==> src/rtl/tsr_consts.svh <==
// Constants for the temperature, test-tuning and reset register bank.
// Assumes 7-bit register addresses and 8-bit register data.
`ifndef TSR_CONSTS_SVH
`define TSR_CONSTS_SVH

// Register offsets
`define TSR_OFS_TEMP_CTRL   7'h4E
`define TSR_OFS_TEMP_RESULT 7'h4F
`define TSR_OFS_LNA         7'h58
`define TSR_OFS_PA_A        7'h5A
`define TSR_OFS_PA_B        7'h5C
`define TSR_OFS_FADE        7'h6F
`define TSR_OFS_AFC         7'h71

// Control/status field positions
`define TSR_BIT_TRIGGER     3
`define TSR_BIT_ACTIVE      2
`define TSR_CTRL_HI_FIXED   4'h0
`define TSR_CTRL_LO_FIXED   2'h1

// Reset values
`define TSR_RST_LNA         8'h1B
`define TSR_RST_PA_A        8'h55
`define TSR_RST_PA_B        8'h70
`define TSR_RST_FADE        8'h30
`define TSR_RST_AFC         8'h00
`define TSR_RST_RESULT      8'h00

// Decoded settings
`define TSR_LNA_HIGH_SENS   8'h2D
`define TSR_PA_A_BOOST      8'h5D
`define TSR_PA_B_BOOST      8'h7C
`define TSR_FADE_IMP_NARROW 8'h20
`define TSR_FADE_IMP_WIDE   8'h30
`define TSR_AFC_STEP_HZ     17'sh001E8

// Timing
`define TSR_CLK_MHZ         125
`define TSR_MEAS_TIME_US    100
`define TSR_READY_TIME_US   5000
`define TSR_MEAS_CYCLES     (`TSR_MEAS_TIME_US * `TSR_CLK_MHZ)
`define TSR_READY_CYCLES    (`TSR_READY_TIME_US * `TSR_CLK_MHZ)

`endif

==> src/rtl/tsr_pkg.sv <==
// Types used by the measurement sequencer of the register bank.
// Assumes nothing beyond a SystemVerilog compiler.
package tsr_pkg;
  typedef enum logic [0:0] {
    TSR_MEAS_IDLE = 1'b0,
    TSR_MEAS_RUN  = 1'b1
  } tsr_meas_st_t;
endpackage

==> src/rtl/tsr_meas_seq.sv <==
// Temperature measurement sequencer: runs a timed conversion and latches the reading.
// Assumes a one-cycle start pulse and a raw reading valid at the end of the run.
`timescale 1ns/1ns
`default_nettype none
`include "tsr_consts.svh"
module tsr_meas_seq #(
  parameter int MEAS_CYCLES = `TSR_MEAS_CYCLES
) (
  input  wire logic       i_core_clk,
  input  wire logic       i_rst,
  input  wire logic       i_sync_clr,
  input  wire logic       i_start,
  input  wire logic [7:0] i_temp_raw,
  output logic            o_active,
  output logic [7:0]      o_result
);
  localparam int CW = $clog2(MEAS_CYCLES + 1);

  typedef struct packed {
    tsr_pkg::tsr_meas_st_t st;
    logic [CW-1:0]         cnt;
    logic [7:0]            result;
  } tsr_seq_t;

  tsr_seq_t s_q;
  tsr_seq_t s_d;

  always_comb begin
    s_d = s_q;
    case (s_q.st)
      tsr_pkg::TSR_MEAS_IDLE: begin
        if (i_start) begin
          s_d.st  = tsr_pkg::TSR_MEAS_RUN;
          s_d.cnt = '0;
        end
      end
      tsr_pkg::TSR_MEAS_RUN: begin
        s_d.cnt = s_q.cnt + CW'(1);
        if (s_q.cnt == CW'(MEAS_CYCLES - 1)) begin
          s_d.st     = tsr_pkg::TSR_MEAS_IDLE;
          s_d.result = i_temp_raw;
        end
      end
      default: s_d.st = tsr_pkg::TSR_MEAS_IDLE;
    endcase
    if (i_sync_clr) begin
      s_d.st     = tsr_pkg::TSR_MEAS_IDLE;
      s_d.cnt    = '0;
      s_d.result = `TSR_RST_RESULT;
    end
  end

  always_ff @(posedge i_core_clk or posedge i_rst) begin
    if (i_rst) begin
      s_q.st     <= tsr_pkg::TSR_MEAS_IDLE;
      s_q.cnt    <= '0;
      s_q.result <= `TSR_RST_RESULT;
    end else begin
      s_q <= s_d;
    end
  end

  assign o_active = (s_q.st == tsr_pkg::TSR_MEAS_RUN);
  assign o_result = s_q.result;

  property p_meas_latch;
    @(posedge i_core_clk) disable iff (i_rst)
      $fell(o_active) && !$past(i_sync_clr) |-> o_result == $past(i_temp_raw);
  endproperty
  a_meas_latch: assert property (p_meas_latch) else $error("reading not latched at end");

  property p_meas_hold;
    @(posedge i_core_clk) disable iff (i_rst || i_sync_clr)
      $rose(o_active) |-> o_active [*2];
  endproperty
  a_meas_hold: assert property (p_meas_hold) else $error("measurement ended too early");
endmodule
`default_nettype wire

==> src/rtl/tsr_regs.sv <==
// Temperature, receiver/transmitter test-tuning and reset sequencing register bank.
// Assumes the serial front end presents byte reads/writes on a synchronous register port.
`timescale 1ns/1ns
`default_nettype none
`include "tsr_consts.svh"
module tsr_regs #(
  parameter int MEAS_CYCLES  = `TSR_MEAS_CYCLES,
  parameter int READY_CYCLES = `TSR_READY_CYCLES
) (
  input  wire logic        i_core_clk,
  input  wire logic        i_rst,
  input  wire logic        i_reset_pin,
  input  wire logic [6:0]  i_reg_addr,
  input  wire logic        i_reg_wr,
  input  wire logic        i_reg_rd,
  input  wire logic [7:0]  i_reg_wdata,
  input  wire logic [7:0]  i_temp_raw,
  input  wire logic        i_narrow_mod_correction_on,
  output logic [7:0]       o_reg_rdata,
  output logic             o_temp_measure_active,
  output logic             o_high_sensitivity,
  output logic [7:0]       o_pa_tune_a,
  output logic [7:0]       o_pa_tune_b,
  output logic             o_boost_power_output_20dbm,
  output logic             o_fading_improved,
  output logic signed [16:0] o_freq_corr_hz,
  output logic             o_device_ready,
  output logic             o_reference_clock_out
);
  localparam int RW = $clog2(READY_CYCLES + 1);

  typedef struct packed {
    logic [7:0]        lna;
    logic [7:0]        pa_a;
    logic [7:0]        pa_b;
    logic [7:0]        fade;
    logic [7:0]        afc;
    logic [7:0]        rdata;
    logic              start;
    logic              hi_sens;
    logic              boost;
    logic              fade_imp;
    logic signed [16:0] corr;
    logic [RW-1:0]     rdy_cnt;
    logic              ready;
    logic              reference_clock_out;
  } tsr_regs_t;

  tsr_regs_t  s_q;
  tsr_regs_t  s_d;
  logic       meas_active;
  logic [7:0] meas_result;
  logic [7:0] ctrl_rd;

  tsr_meas_seq #(
    .MEAS_CYCLES (MEAS_CYCLES)
  ) u_seq (
    .i_core_clk (i_core_clk),
    .i_rst      (i_rst),
    .i_sync_clr (i_reset_pin),
    .i_start    (s_q.start),
    .i_temp_raw (i_temp_raw),
    .o_active   (meas_active),
    .o_result   (meas_result)
  );

  // Trigger kept only as the one-cycle start pulse, so it reads as zero
  assign ctrl_rd = {`TSR_CTRL_HI_FIXED, 1'b0, meas_active, `TSR_CTRL_LO_FIXED};

  always_comb begin
    s_d       = s_q;
    s_d.start = 1'b0;
    if (i_reg_wr) begin
      case (i_reg_addr)
        `TSR_OFS_TEMP_CTRL: s_d.start = i_reg_wdata[`TSR_BIT_TRIGGER] & ~meas_active;
        `TSR_OFS_LNA:       s_d.lna   = i_reg_wdata;
        `TSR_OFS_PA_A:      s_d.pa_a  = i_reg_wdata;
        `TSR_OFS_PA_B:      s_d.pa_b  = i_reg_wdata;
        `TSR_OFS_FADE:      s_d.fade  = i_reg_wdata;
        `TSR_OFS_AFC:       s_d.afc   = i_reg_wdata;
        default:            s_d.start = 1'b0;
      endcase
    end
    if (i_reg_rd) begin
      case (i_reg_addr)
        `TSR_OFS_TEMP_CTRL:   s_d.rdata = ctrl_rd;
        `TSR_OFS_TEMP_RESULT: s_d.rdata = meas_result;
        `TSR_OFS_LNA:         s_d.rdata = s_q.lna;
        `TSR_OFS_PA_A:        s_d.rdata = s_q.pa_a;
        `TSR_OFS_PA_B:        s_d.rdata = s_q.pa_b;
        `TSR_OFS_FADE:        s_d.rdata = s_q.fade;
        `TSR_OFS_AFC:         s_d.rdata = s_q.afc;
        default:              s_d.rdata = 8'h00;
      endcase
    end
    // Decodes follow the new register values in the same edge
    s_d.hi_sens  = (s_d.lna == `TSR_LNA_HIGH_SENS);
    s_d.boost    = (s_d.pa_a == `TSR_PA_A_BOOST) && (s_d.pa_b == `TSR_PA_B_BOOST);
    s_d.fade_imp = (s_d.fade == `TSR_FADE_IMP_NARROW) || (s_d.fade == `TSR_FADE_IMP_WIDE);
    // Offset taken as signed so the correction can pull either way
    s_d.corr = i_narrow_mod_correction_on ? 17'(signed'(s_q.afc) * `TSR_AFC_STEP_HZ) : 17'sh00000;
    // Clock-out only starts once the settle time has passed
    if (!s_q.ready) begin
      s_d.rdy_cnt = s_q.rdy_cnt + RW'(1);
      s_d.ready   = (s_q.rdy_cnt == RW'(READY_CYCLES - 1));
    end
    s_d.reference_clock_out = s_q.ready & ~s_q.reference_clock_out;
    if (i_reset_pin) begin
      s_d = '0;
      s_d.lna  = `TSR_RST_LNA;
      s_d.pa_a = `TSR_RST_PA_A;
      s_d.pa_b = `TSR_RST_PA_B;
      s_d.fade = `TSR_RST_FADE;
      s_d.afc  = `TSR_RST_AFC;
      s_d.fade_imp = 1'b1;
    end
  end

  always_ff @(posedge i_core_clk or posedge i_rst) begin
    if (i_rst) begin
      s_q          <= '0;
      s_q.lna      <= `TSR_RST_LNA;
      s_q.pa_a     <= `TSR_RST_PA_A;
      s_q.pa_b     <= `TSR_RST_PA_B;
      s_q.fade     <= `TSR_RST_FADE;
      s_q.afc      <= `TSR_RST_AFC;
      s_q.fade_imp <= 1'b1;
    end else begin
      s_q <= s_d;
    end
  end

  assign o_reg_rdata           = s_q.rdata;
  assign o_temp_measure_active = meas_active;
  assign o_high_sensitivity    = s_q.hi_sens;
  assign o_pa_tune_a           = s_q.pa_a;
  assign o_pa_tune_b           = s_q.pa_b;
  assign o_boost_power_output_20dbm      = s_q.boost;
  assign o_fading_improved     = s_q.fade_imp;
  assign o_freq_corr_hz        = s_q.corr;
  assign o_device_ready        = s_q.ready;
  assign o_reference_clock_out = s_q.reference_clock_out;

  property p_trig_start;
    @(posedge i_core_clk) disable iff (i_rst)
      i_reg_wr && i_reg_addr == `TSR_OFS_TEMP_CTRL && i_reg_wdata[`TSR_BIT_TRIGGER] && !meas_active
      && !i_reset_pin ##1 !i_reset_pin |-> ##1 o_temp_measure_active;
  endproperty
  a_trig_start: assert property (p_trig_start) else $error("trigger did not start measurement");

  property p_ctrl_read;
    @(posedge i_core_clk) disable iff (i_rst)
      i_reg_rd && i_reg_addr == `TSR_OFS_TEMP_CTRL && !i_reset_pin
      |=> o_reg_rdata == {4'h0, 1'b0, $past(meas_active), 2'h1};
  endproperty
  a_ctrl_read: assert property (p_ctrl_read) else $error("control readback wrong");

  property p_result_read;
    @(posedge i_core_clk) disable iff (i_rst)
      i_reg_rd && i_reg_addr == `TSR_OFS_TEMP_RESULT && !i_reset_pin |=> o_reg_rdata == $past(meas_result);
  endproperty
  a_result_read: assert property (p_result_read) else $error("reading readback wrong");

  property p_hi_sens;
    @(posedge i_core_clk) disable iff (i_rst)
      i_reg_wr && i_reg_addr == `TSR_OFS_LNA && !i_reset_pin
      |=> o_high_sensitivity == ($past(i_reg_wdata) == 8'h2D);
  endproperty
  a_hi_sens: assert property (p_hi_sens) else $error("sensitivity decode wrong");

  property p_boost;
    @(posedge i_core_clk) disable iff (i_rst)
      o_boost_power_output_20dbm |-> o_pa_tune_a == 8'h5D && o_pa_tune_b == 8'h7C;
  endproperty
  a_boost: assert property (p_boost) else $error("boost without both tune values");

  property p_fade;
    @(posedge i_core_clk) disable iff (i_rst)
      i_reg_wr && i_reg_addr == `TSR_OFS_FADE && !i_reset_pin
      |=> o_fading_improved == ($past(i_reg_wdata) == 8'h20 || $past(i_reg_wdata) == 8'h30);
  endproperty
  a_fade: assert property (p_fade) else $error("fading decode wrong");

  property p_corr;
    @(posedge i_core_clk) disable iff (i_rst)
      !$past(i_reset_pin) |-> o_freq_corr_hz == ($past(i_narrow_mod_correction_on)
        ? 17'($signed($past(s_q.afc)) * 17'sd488) : 17'sd0);
  endproperty
  a_corr: assert property (p_corr) else $error("frequency correction wrong");

  property p_pin_reset;
    @(posedge i_core_clk) disable iff (i_rst)
      i_reset_pin |=> o_high_sensitivity == 1'b0 && !o_device_ready && !o_temp_measure_active
        && o_pa_tune_a == 8'h55 && o_pa_tune_b == 8'h70;
  endproperty
  a_pin_reset: assert property (p_pin_reset) else $error("reset pin did not restore defaults");

  property p_reference_clock_out_quiet;
    @(posedge i_core_clk) disable iff (i_rst)
      !o_device_ready |=> !o_reference_clock_out;
  endproperty
  a_reference_clock_out_quiet: assert property (p_reference_clock_out_quiet) else $error("clock-out before ready");

  c_meas_done: cover property (@(posedge i_core_clk) disable iff (i_rst) $fell(o_temp_measure_active));
  c_hi_sens:   cover property (@(posedge i_core_clk) disable iff (i_rst) $rose(o_high_sensitivity));
  c_boost:     cover property (@(posedge i_core_clk) disable iff (i_rst) $rose(o_boost_power_output_20dbm));
  c_ready:     cover property (@(posedge i_core_clk) disable iff (i_rst) $rose(o_device_ready));
endmodule
`default_nettype wire

==> config.mk <==
export PLATFORM = sky130hd
export DESIGN_NAME = tsr_regs
export DESIGN_NICKNAME = d
export VERILOG_FILES = /design/src/rtl/tsr_pkg.sv /design/src/rtl/tsr_meas_seq.sv /design/src/rtl/tsr_regs.sv
export VERILOG_INCLUDE_DIRS = /design/src /design/src/rtl
export SDC_FILE = /design/constraint.sdc
export NUM_CORES = 1
export LEC_CHECK = 0
export BUFFER_PORTS_ARGS = -buffer_cell sky130_fd_sc_hd__buf_4
export CORE_ASPECT_RATIO = 0.6
export CORE_MARGIN = 2
export CORE_UTILIZATION = 51
export DETAILED_ROUTE_END_ITERATION = 8
export PLACE_DENSITY = 0.74
export SLEW_MARGIN = 10
export SYNTH_ARGS = -nofsm -noshare
export SYNTH_HDL_FRONTEND = slang
export SYNTH_SLANG_ARGS = --single-unit
==> constraint.sdc <==
create_clock -name i_core_clk -period 3.6 [get_ports i_core_clk]
set_input_delay 0.72 -clock i_core_clk [delete_from_list [all_inputs] [get_ports i_core_clk]]
set_output_delay 0.72 -clock i_core_clk [all_outputs]
set_load 0.05 [all_outputs]
==> results of run 1 <==
==> path summary, 6_finish.rpt <==
kind	start	depth (start not counted)	endpoint
min in group i_core_clk	o_reference_clock_out	1	o_reference_clock_out
setup / recovery	s_q[54]	13	o_freq_corr_hz[13]
max in group asynchronous	i_rst	3	o_fading_improved
setup reg to reg	s_q[54]	13	o_freq_corr_hz[13]
hold / removal	i_rst	2	o_pa_tune_b[7]
hold reg to reg	o_reference_clock_out	1	o_reference_clock_out
==> sequential cells by signal (all words and copies together), names as in the netlist <==
signal / count
u_seq.o_active: 1
o_reference_clock_out: 1
o_freq_corr_hz: 14
o_fading_improved: 1
o_pa_tune_b: 8
u_seq.o_result: 8
o_high_sensitivity: 1
o_boost_power_output_20dbm: 1
u_seq.s_q: 14
o_device_ready: 1
o_pa_tune_a: 8
o_reg_rdata: 8
s_q: 45
==> placed cells by master (no fill, tap or decap), types with 16 or more instances in the layout <==
master / count
ha_1: 20
nor2_1: 85
fa_1: 19
xnor2_1: 16
inv_1: 46
dfrtp_1: 93
o21ai_0: 34
nand2_1: 39
mux2i_1: 43
nand3_1: 18
buf_4: 106
==> per-layer routing <==
layer,vias up,wire length (um),track usage
met5,-,0,0
met2,216,7730,0.3705
met4,0,210,0.05478
li1,2471,-,-
met1,2699,7856,0.3480
met3,24,1038,0.05283
==> kinds of logic after synthesis <==
logic type / Yosys count / share of synthesized area
buffers and inverters: 125 / 0.09275
and+or+nand+nor: 231 / 0.1721
AOI/OAI and AO/OA: 105 / 0.1043
muxes: 52 / 0.07821
DFF: 111 / 0.4111
adders and majority gates: 47 / 0.1075
xor gates and xnor gates: 26 / 0.03349
other: 1 / 0.0005516
==> report_power, final <==
part           leakage [uW]  internal, uW  switching, uW
sequential          0.00149          1250           4.19
clock              0.000149           495            512
combinational       0.00221          50.9            106
==> final cells by class <==
class,instances,area [um^2]
fillers,1042,4996
repair buffers,109,838.3
clock buffers,9,225.2
multi-input cells,464,3573
clock inverters,7,77.57
well taps,170,212.7
inverters,54,209.0
flip-flops and latches,111,2800
==> what timing repair did <==
action	CTS	global route
endpoints found under the setup margin	5	6
setup buffers	5	3
pin swaps	19	14
gates resized for setup	22	14
==> critical path, cell delays in order (launching register included) <==
cell	delay, ns
dfrtp_2	0.46
ha_4	0.29
inv_4	0.04
fa_1	0.54
inv_2	0.04
fa_1	0.52
inv_2	0.04
fa_1	0.51
inv_2	0.05
ha_4	0.28
nand4b_1	0.18
a21o_1	0.23
a2111o_1	0.37
o21ai_1	0.09
==> through the flow <==
step | setup TNS, ns | setup slack [ns] | util
floorplan | 0 | 0.008302 | -
global placement | -0.1375 | -0.06052 | 0.5721
detailed placement | -0.6450 | -0.1581 | 0.5721
CTS | -0.1526 | -0.06683 | 0.6074
global route | -1.023 | -0.1929 | 0.6137
finish | -0.3273 | -0.1226 | 0.6137
==> results.cfg, run 1 <==
[synthesis]
ys_top_cells_by_area = dfrtp_1 (36%), mux2i_1 (6.3%), fa_1 (5.6%)
synthCells = 698
synth_flop_cell = dfrtp_1
synth.avg_cell_area_um2 = 9.741
synth_edf_count = 0
synth.most_common_cell = dfrtp_1
synth_seq_cells = 111
ys_warn_count = 0
postSynth.asyncResetShare = 1.000
yosysTopAreaCellShare = 0.3570
synth_top_area_cell = dfrtp_1
ys_types = 53
synth_commonest_cells = dfrtp_1 (97), nor2_1 (85), inv_1 (54), mux2i_1 (43), buf_4 (41)
syn-cell-area_um2 = 6799
seq_area_frac_synth = 0.4111

[clock_tree]
cts_tree = yes
h-tree-depth = 3
clockBufferDepth = 2
cts_num_sinks = 111
insertion_delay_ns = 0.36
cts_buffers = 9
root_buffer = clkbuf_16
ctsHoldBuffers = 0
clk_pin_slew_ns = 0.08

[detailed_routing]
drt_iter0_drc = 393
postRouteWirelength_mm = 16.84
vias = 5410
vias_per_cell = 5.855
drtPass1Iterations = 5
final_antenna_net_count = 0
drc_errors = 0
post_drt_wl_per_cell_um = 18.22

[critical_path]
cp_data_arrival_time_ns = 4.00
required_ns = 3.88
rrSetupSlack_ns = -0.12
path_class = flop to flop
cp-start-kind = flop
crit_path_end_kind = flop
crit_fanout = 4

[timing]
setup_viol_count_final = 5
finalWorstSetupSlack_ns = -0.1226
fin_crit_sh = 1.034
finalHoldViolations = 0
rsz0062_at_grt = true
tightest_slew_ns = 0.9236
slew_violations = 0
fin_crit_ns = 3.723
fin_skew_ns = 0.007817
timing.slew.headroom = 0.3786
whs_ns = 0.3855
fmax_ghz = 0.2686

[pwr]
peakVddDrop_mv = 0.2339
p_leak_uw = 0.003851
power_density_nw_per_um2 = 304.8
finalPower_uw = 2419

[layout]
final_cells = 924
fin_nets = 825
layout-drive-gt1-share = 0.2387
syn_to_final_growth_pct = 16.73
diodes = 0
stdcell_area_um2 = 7936

[floorplan]
dieArea_um2 = 14300
ios = 76
core.rowCount = 32
start_util = 0.5257
die_h_um = 93.44
dieWidth_um = 153.1
core_area_um2 = 12930

[global_route]
grt_usage = 0.2401
grt_pass1_wl_mm = 27.26
antenna_found_initial = 0
grt_overflow = 0
grt_start_max_net_pins = 63
grt_pass1_vias = 5294

[run]
drv_cap = 0

[place]
place.gp.congestion = 0.8967
place_area_um2 = 7398
io_buffers = 72
hpwlAfterDp_mm = 11.99
dp.cells = 900

[run_status]
violations = setup timing
status = finished, violations left

[worst_hold_path]
hp-class = primary input to asynchronous set/reset pin
Power figures use the tool's default switching activity.
==> run 2: changes to the inputs <==
Settings changed: CORE_ASPECT_RATIO 0.6 to 1.1.
==> results.cfg, run 2 (same netlist as run 1, synthesis figures left out) <==
[run_status]
status = finished, violations left
violations = setup timing

[layout]
final_cell_mix = buf_4 (106), dfrtp_1 (93), nor2_1 (85)
regMostFlops = s_q
layout_commonest_cell = buf_4
largest_register_ff_count = 45
syn_to_final_growth_pct = 16.01
layout-drive-gt1-share = 0.2351
final_cells = 914
fin_nets = 824
diodes = 0
fillers = 1079

[place]
dp.cells = 892
io_buffers = 72
dp_slack_ns = -0.1986
hpwlAfterDp_mm = 11.37
place.gp.congestion = 0.8780

[critical_path]
cp_data_arrival_time_ns = 3.98
slowest_stage = fa_1
crit_top_cell = fa_1
path_class = flop to flop
crit_fanout = 4
cp_slowest_stage_delay_ns = 0.53
rrSetupSlack_ns = -0.11
crit_path_end_kind = flop
required_ns = 3.87
cp-start-kind = flop
cp_cell_sequence = ha_4 -> inv_2 -> fa_1 -> inv_1 -> fa_1 -> inv_1 -> fa_1 -> inv_2 -> ha_4 -> and2_4 -> a311oi_4 -> a21o_1 -> nor3b_1

[timing]
fin_skew_ns = 0.01052
fmax_ghz = 0.2693
setup_viol_count_final = 5
timing.slew.headroom = 0.3674
finalWorstSetupSlack_ns = -0.1134
rsz0062_at_grt = true
whs_ns = 0.4486
tightest_slew_ns = 0.9469
fin_crit_sh = 1.031
slew_violations = 0
finalHoldViolations = 0
fin_crit_ns = 3.713

[pwr]
power_density_nw_per_um2 = 312.5
finalPower_uw = 2465
p_sw_uw = 611.5
p_int_uw = 1854
comb_power_share = 0.063
clkPwrFrac = 0.428
p_leak_uw = 0.003839
seq_power_share = 0.509
peakVddDrop_mv = 0.2795
swShare = 0.2481

[detailed_routing]
drtPass1Iterations = 7
drc_errors = 0
postRouteWirelength_mm = 15.97
vias_per_cell = 5.807
drt_iter0_drc = 398
final_antenna_net_count = 0
post_drt_wl_per_cell_um = 17.48
vias = 5308

[clock_tree]
cts_tree = yes
insertion_delay_ns = 0.36
clockBufferDepth = 2
root_buffer = clkbuf_16
clk_pin_slew_ns = 0.08
cts_num_sinks = 111
h-tree-depth = 3
cts_buffers = 9

[global_route]
grt_pass1_wl_mm = 26.13
grt_start_max_net_pins = 56
antenna_found_initial = 0
grt_pass1_vias = 5346
grt_overflow = 0
grt_usage = 0.2318

[floorplan]
ios = 76
core_area_um2 = 13100
die_h_um = 125.1
dieArea_um2 = 14270
core.rowCount = 44
start_util = 0.5189
dieWidth_um = 114.1

[worst_hold_path]
hp-class = flop to flop

[run]
drv_cap = 0
[run 2: timing repair]
action	in CTS	in global routing
gates cloned	0	0
resized for setup	18	14
pin swaps	15	9
setup buffers	4	2
hold buffers	0	0
setup endpoints to repair	5	5
[run 2: final timing paths]
check / startpoint / depth (start not counted) / endpoint
min in group asynchronous: i_rst / 2 / u_seq.s_q[9]
min: o_reference_clock_out / 1 / o_reference_clock_out
max in group asynchronous: i_rst / 3 / o_pa_tune_a[4]
min reg2reg: o_reference_clock_out / 1 / o_reference_clock_out
max reg2reg: s_q[54] / 13 / o_freq_corr_hz[11]
max: s_q[54] / 13 / o_freq_corr_hz[11]
[run 2: metrics by stage]
stage | TNS [ns] | utilization | area, um^2
after detailed placement | -0.7698 | 0.5644 | 7395
after global routing | -1.085 | 0.6020 | 7888
after global placement | -0.1537 | 0.5644 | 7395
after floorplan | 0 | - | 6843
final | -0.3955 | 0.6020 | 7888
after CTS | -0.1958 | 0.5973 | 7826
[run 2: final cells by class]
cell class	count	area, um^2	area share
clock buffer	9	225.2	0.02855
clock inverter	7	80.08	0.01015
inverter	54	209.0	0.02649
multi-input combinational	464	3545	0.4494
sequential	111	2800	0.3550
tap	161	201.4	0.02554
timing repair buffer	108	827.0	0.1049
[run 2: worst max-delay path, delay by kind of cell, from the launching register on]
kind,cells,cell delay [ns]
adder cells (fa/ha/maj),5,2.01
buffers and inverters,4,0.19
AND/OR/NAND/NOR,2,0.41
flip-flops,1,0.46
AO/OA/AOI/OAI,2,0.55
[run 2: power groups by stage]
stage	logic, uW	clock network (uW)	registers [uW]
3_5_place_dp	153	0	1280
5_1_grt	170	1120	1260
4_1_cts	155	1070	1260
6_report	155	1050	1260
3_3_place_gp	149	0	1280
2_1_floorplan	94.6	0	1280
[run 2: layer usage]
metal | up-vias | GRT usage | wire length [um]
li1 | 2475 | - | -
met3 | 42 | 0.04605 | 902
met1 | 2604 | 0.2942 | 6529
met2 | 187 | 0.3852 | 8071
met5 | - | 0 | 0
met4 | 0 | 0.09971 | 471
==> run 3: changes to the inputs <==
Settings changed: MAX_ROUTING_LAYER set to met4.
==> results.cfg, run 3 (same netlist as run 1, synthesis figures left out) <==
[pwr]
seq_power_share = 0.532
swShare = 0.2406
comb_power_share = 0.064
peakVddDrop_mv = 0.2771
clkPwrFrac = 0.404
p_sw_uw = 568.1
p_int_uw = 1793
finalPower_uw = 2361
p_leak_uw = 0.003799
power_density_nw_per_um2 = 302.7

[floorplan]
core.rowCount = 44
dieWidth_um = 114.1
dieArea_um2 = 14270
ios = 76
core_area_um2 = 13100
start_util = 0.5189
die_h_um = 125.1

[detailed_routing]
drc_errors = 0
vias_per_cell = 5.779
vias = 5259
drtPass1Iterations = 6
post_drt_wl_per_cell_um = 17.32
final_antenna_net_count = 0
drt_iter0_drc = 390
postRouteWirelength_mm = 15.76

[clock_tree]
cts_buffers = 9
h-tree-depth = 3
cts_num_sinks = 111
ctsHoldBuffers = 0
clk_pin_slew_ns = 0.07
clockBufferDepth = 2
root_buffer = clkbuf_16
cts_tree = yes
insertion_delay_ns = 0.35

[global_route]
grt_overflow = 0
grt_pass1_wl_mm = 26.10
grt_start_max_net_pins = 112
antenna_found_initial = 0
grt_usage = 0.2350
grt_pass1_vias = 5268

[layout]
fin_nets = 820
final_cells = 910
layout-drive-gt1-share = 0.2256
diodes = 0
syn_to_final_growth_pct = 14.74
fillers = 1102
largest_register_ff_count = 45
final_cell_mix = buf_4 (102), dfrtp_1 (95), nor2_1 (85)
layout_commonest_cell = buf_4
regMostFlops = s_q

[critical_path]
critPathLaunch = s_q[53]
reg2reg_to = o_freq_corr_hz[14]
crit_path_end_kind = flop
cp_data_arrival_time_ns = 3.98
rrSetupSlack_ns = -0.10
cp-endpoint = o_freq_corr_hz[14]
crit_fanout = 4
path_class = flop to flop
rr_worst_depth = 14
cp-start-kind = flop
r2r_start = s_q[53]
required_ns = 3.88

[run]
drv_cap = 0

[worst_hold_path]
hp-class = flop to flop

[timing]
fin_crit_sh = 1.029
fin_crit_ns = 3.703
setup_viol_count_final = 5
timing.slew.headroom = 0.3947
finalHoldViolations = 0
finalWorstSetupSlack_ns = -0.1030
fin_skew_ns = 0.005738
fmax_ghz = 0.2701
fin_setup_tns_ns = -0.3194
tightest_slew_ns = 0.8997
slew_violations = 0
rsz0062_at_grt = true

[place]
place.gp.congestion = 0.8749
io_buffers = 72
dp.cells = 890
hpwlAfterDp_mm = 10.78

[run_status]
violations = setup timing
status = finished, violations left
[run 3: how the worst min path moves through the flow]
stage | from | to | slack [ns] | cells past startpoint
after global routing | o_reference_clock_out | o_reference_clock_out | 0.46 | 1
after CTS | o_reference_clock_out | o_reference_clock_out | 0.45 | 1
final | o_reference_clock_out | o_reference_clock_out | 0.45 | 1
after detailed placement | o_reference_clock_out | o_reference_clock_out | 0.44 | 1
after floorplan | u_seq.s_q[21] | u_seq.s_q[21] | 0.44 | 1
after global placement | o_reference_clock_out | o_reference_clock_out | 0.42 | 1
[run 3: layout make-up]
class                      count  area [um^2]  area share
sequential                   111         2798      0.3586
clock buffer                  13        250.2     0.03208
tap                          161        201.4     0.02582
multi-input combinational    464         3526      0.4520
inverter                      54        206.4     0.02646
timing repair buffer         104        797.0      0.1022
clock inverter                 3        22.52    0.002887
[run 3: through the flow]
step,util,hold slack [ns],setup WS [ns],instance area (um^2)
2_1_floorplan,-,0.4386,0.008302,6843
3_3_place_gp,0.5632,0.4213,-0.07161,7380
3_5_place_dp,0.5632,0.4357,-0.1911,7380
4_1_cts,0.5912,0.4518,-0.05377,7746
5_1_grt,0.5954,0.4571,-0.2268,7801
6_report,0.5954,0.4477,-0.1030,7801
[run 3: critical path, stage by stage (launching register included)]
cell and delay (ns):
dfrtp_2 0.45, ha_4 0.28, inv_2 0.04, fa_1 0.55, inv_2 0.04, fa_1 0.47
inv_1 0.05, fa_1 0.49, inv_2 0.05, ha_4 0.23, and2_4 0.17, o21ai_4 0.17
a31oi_2 0.13, or3_1 0.38, a21oi_2 0.12
[run 3: routing by layer]
metal / up-vias / global-route usage / part of all wire
met4: 0 / 0.09684 / 0.023
li1: 2462 / - / -
met3: 33 / 0.03102 / 0.058
met5: - / - / 0
met2: 190 / 0.3697 / 0.49
met1: 2574 / 0.3082 / 0.43
[run 3: what timing repair did]
item	in CTS	in global routing
buffers inserted	3	1
setup endpoints to repair	6	6
gates resized for setup	16	11
pin swaps	15	3
hold endpoints to repair	0	0
[run 3: power by group through the flow]
| stage | clock (uW) | combinational, uW | sequential, uW |
|---|---|---|---|
| finish | 953 | 152 | 1260 |
| detailed placement | 0 | 150 | 1280 |
| floorplan | 0 | 94.6 | 1280 |
| CTS | 960 | 152 | 1260 |
| global placement | 0 | 147 | 1280 |
| global route | 1010 | 167 | 1260 |
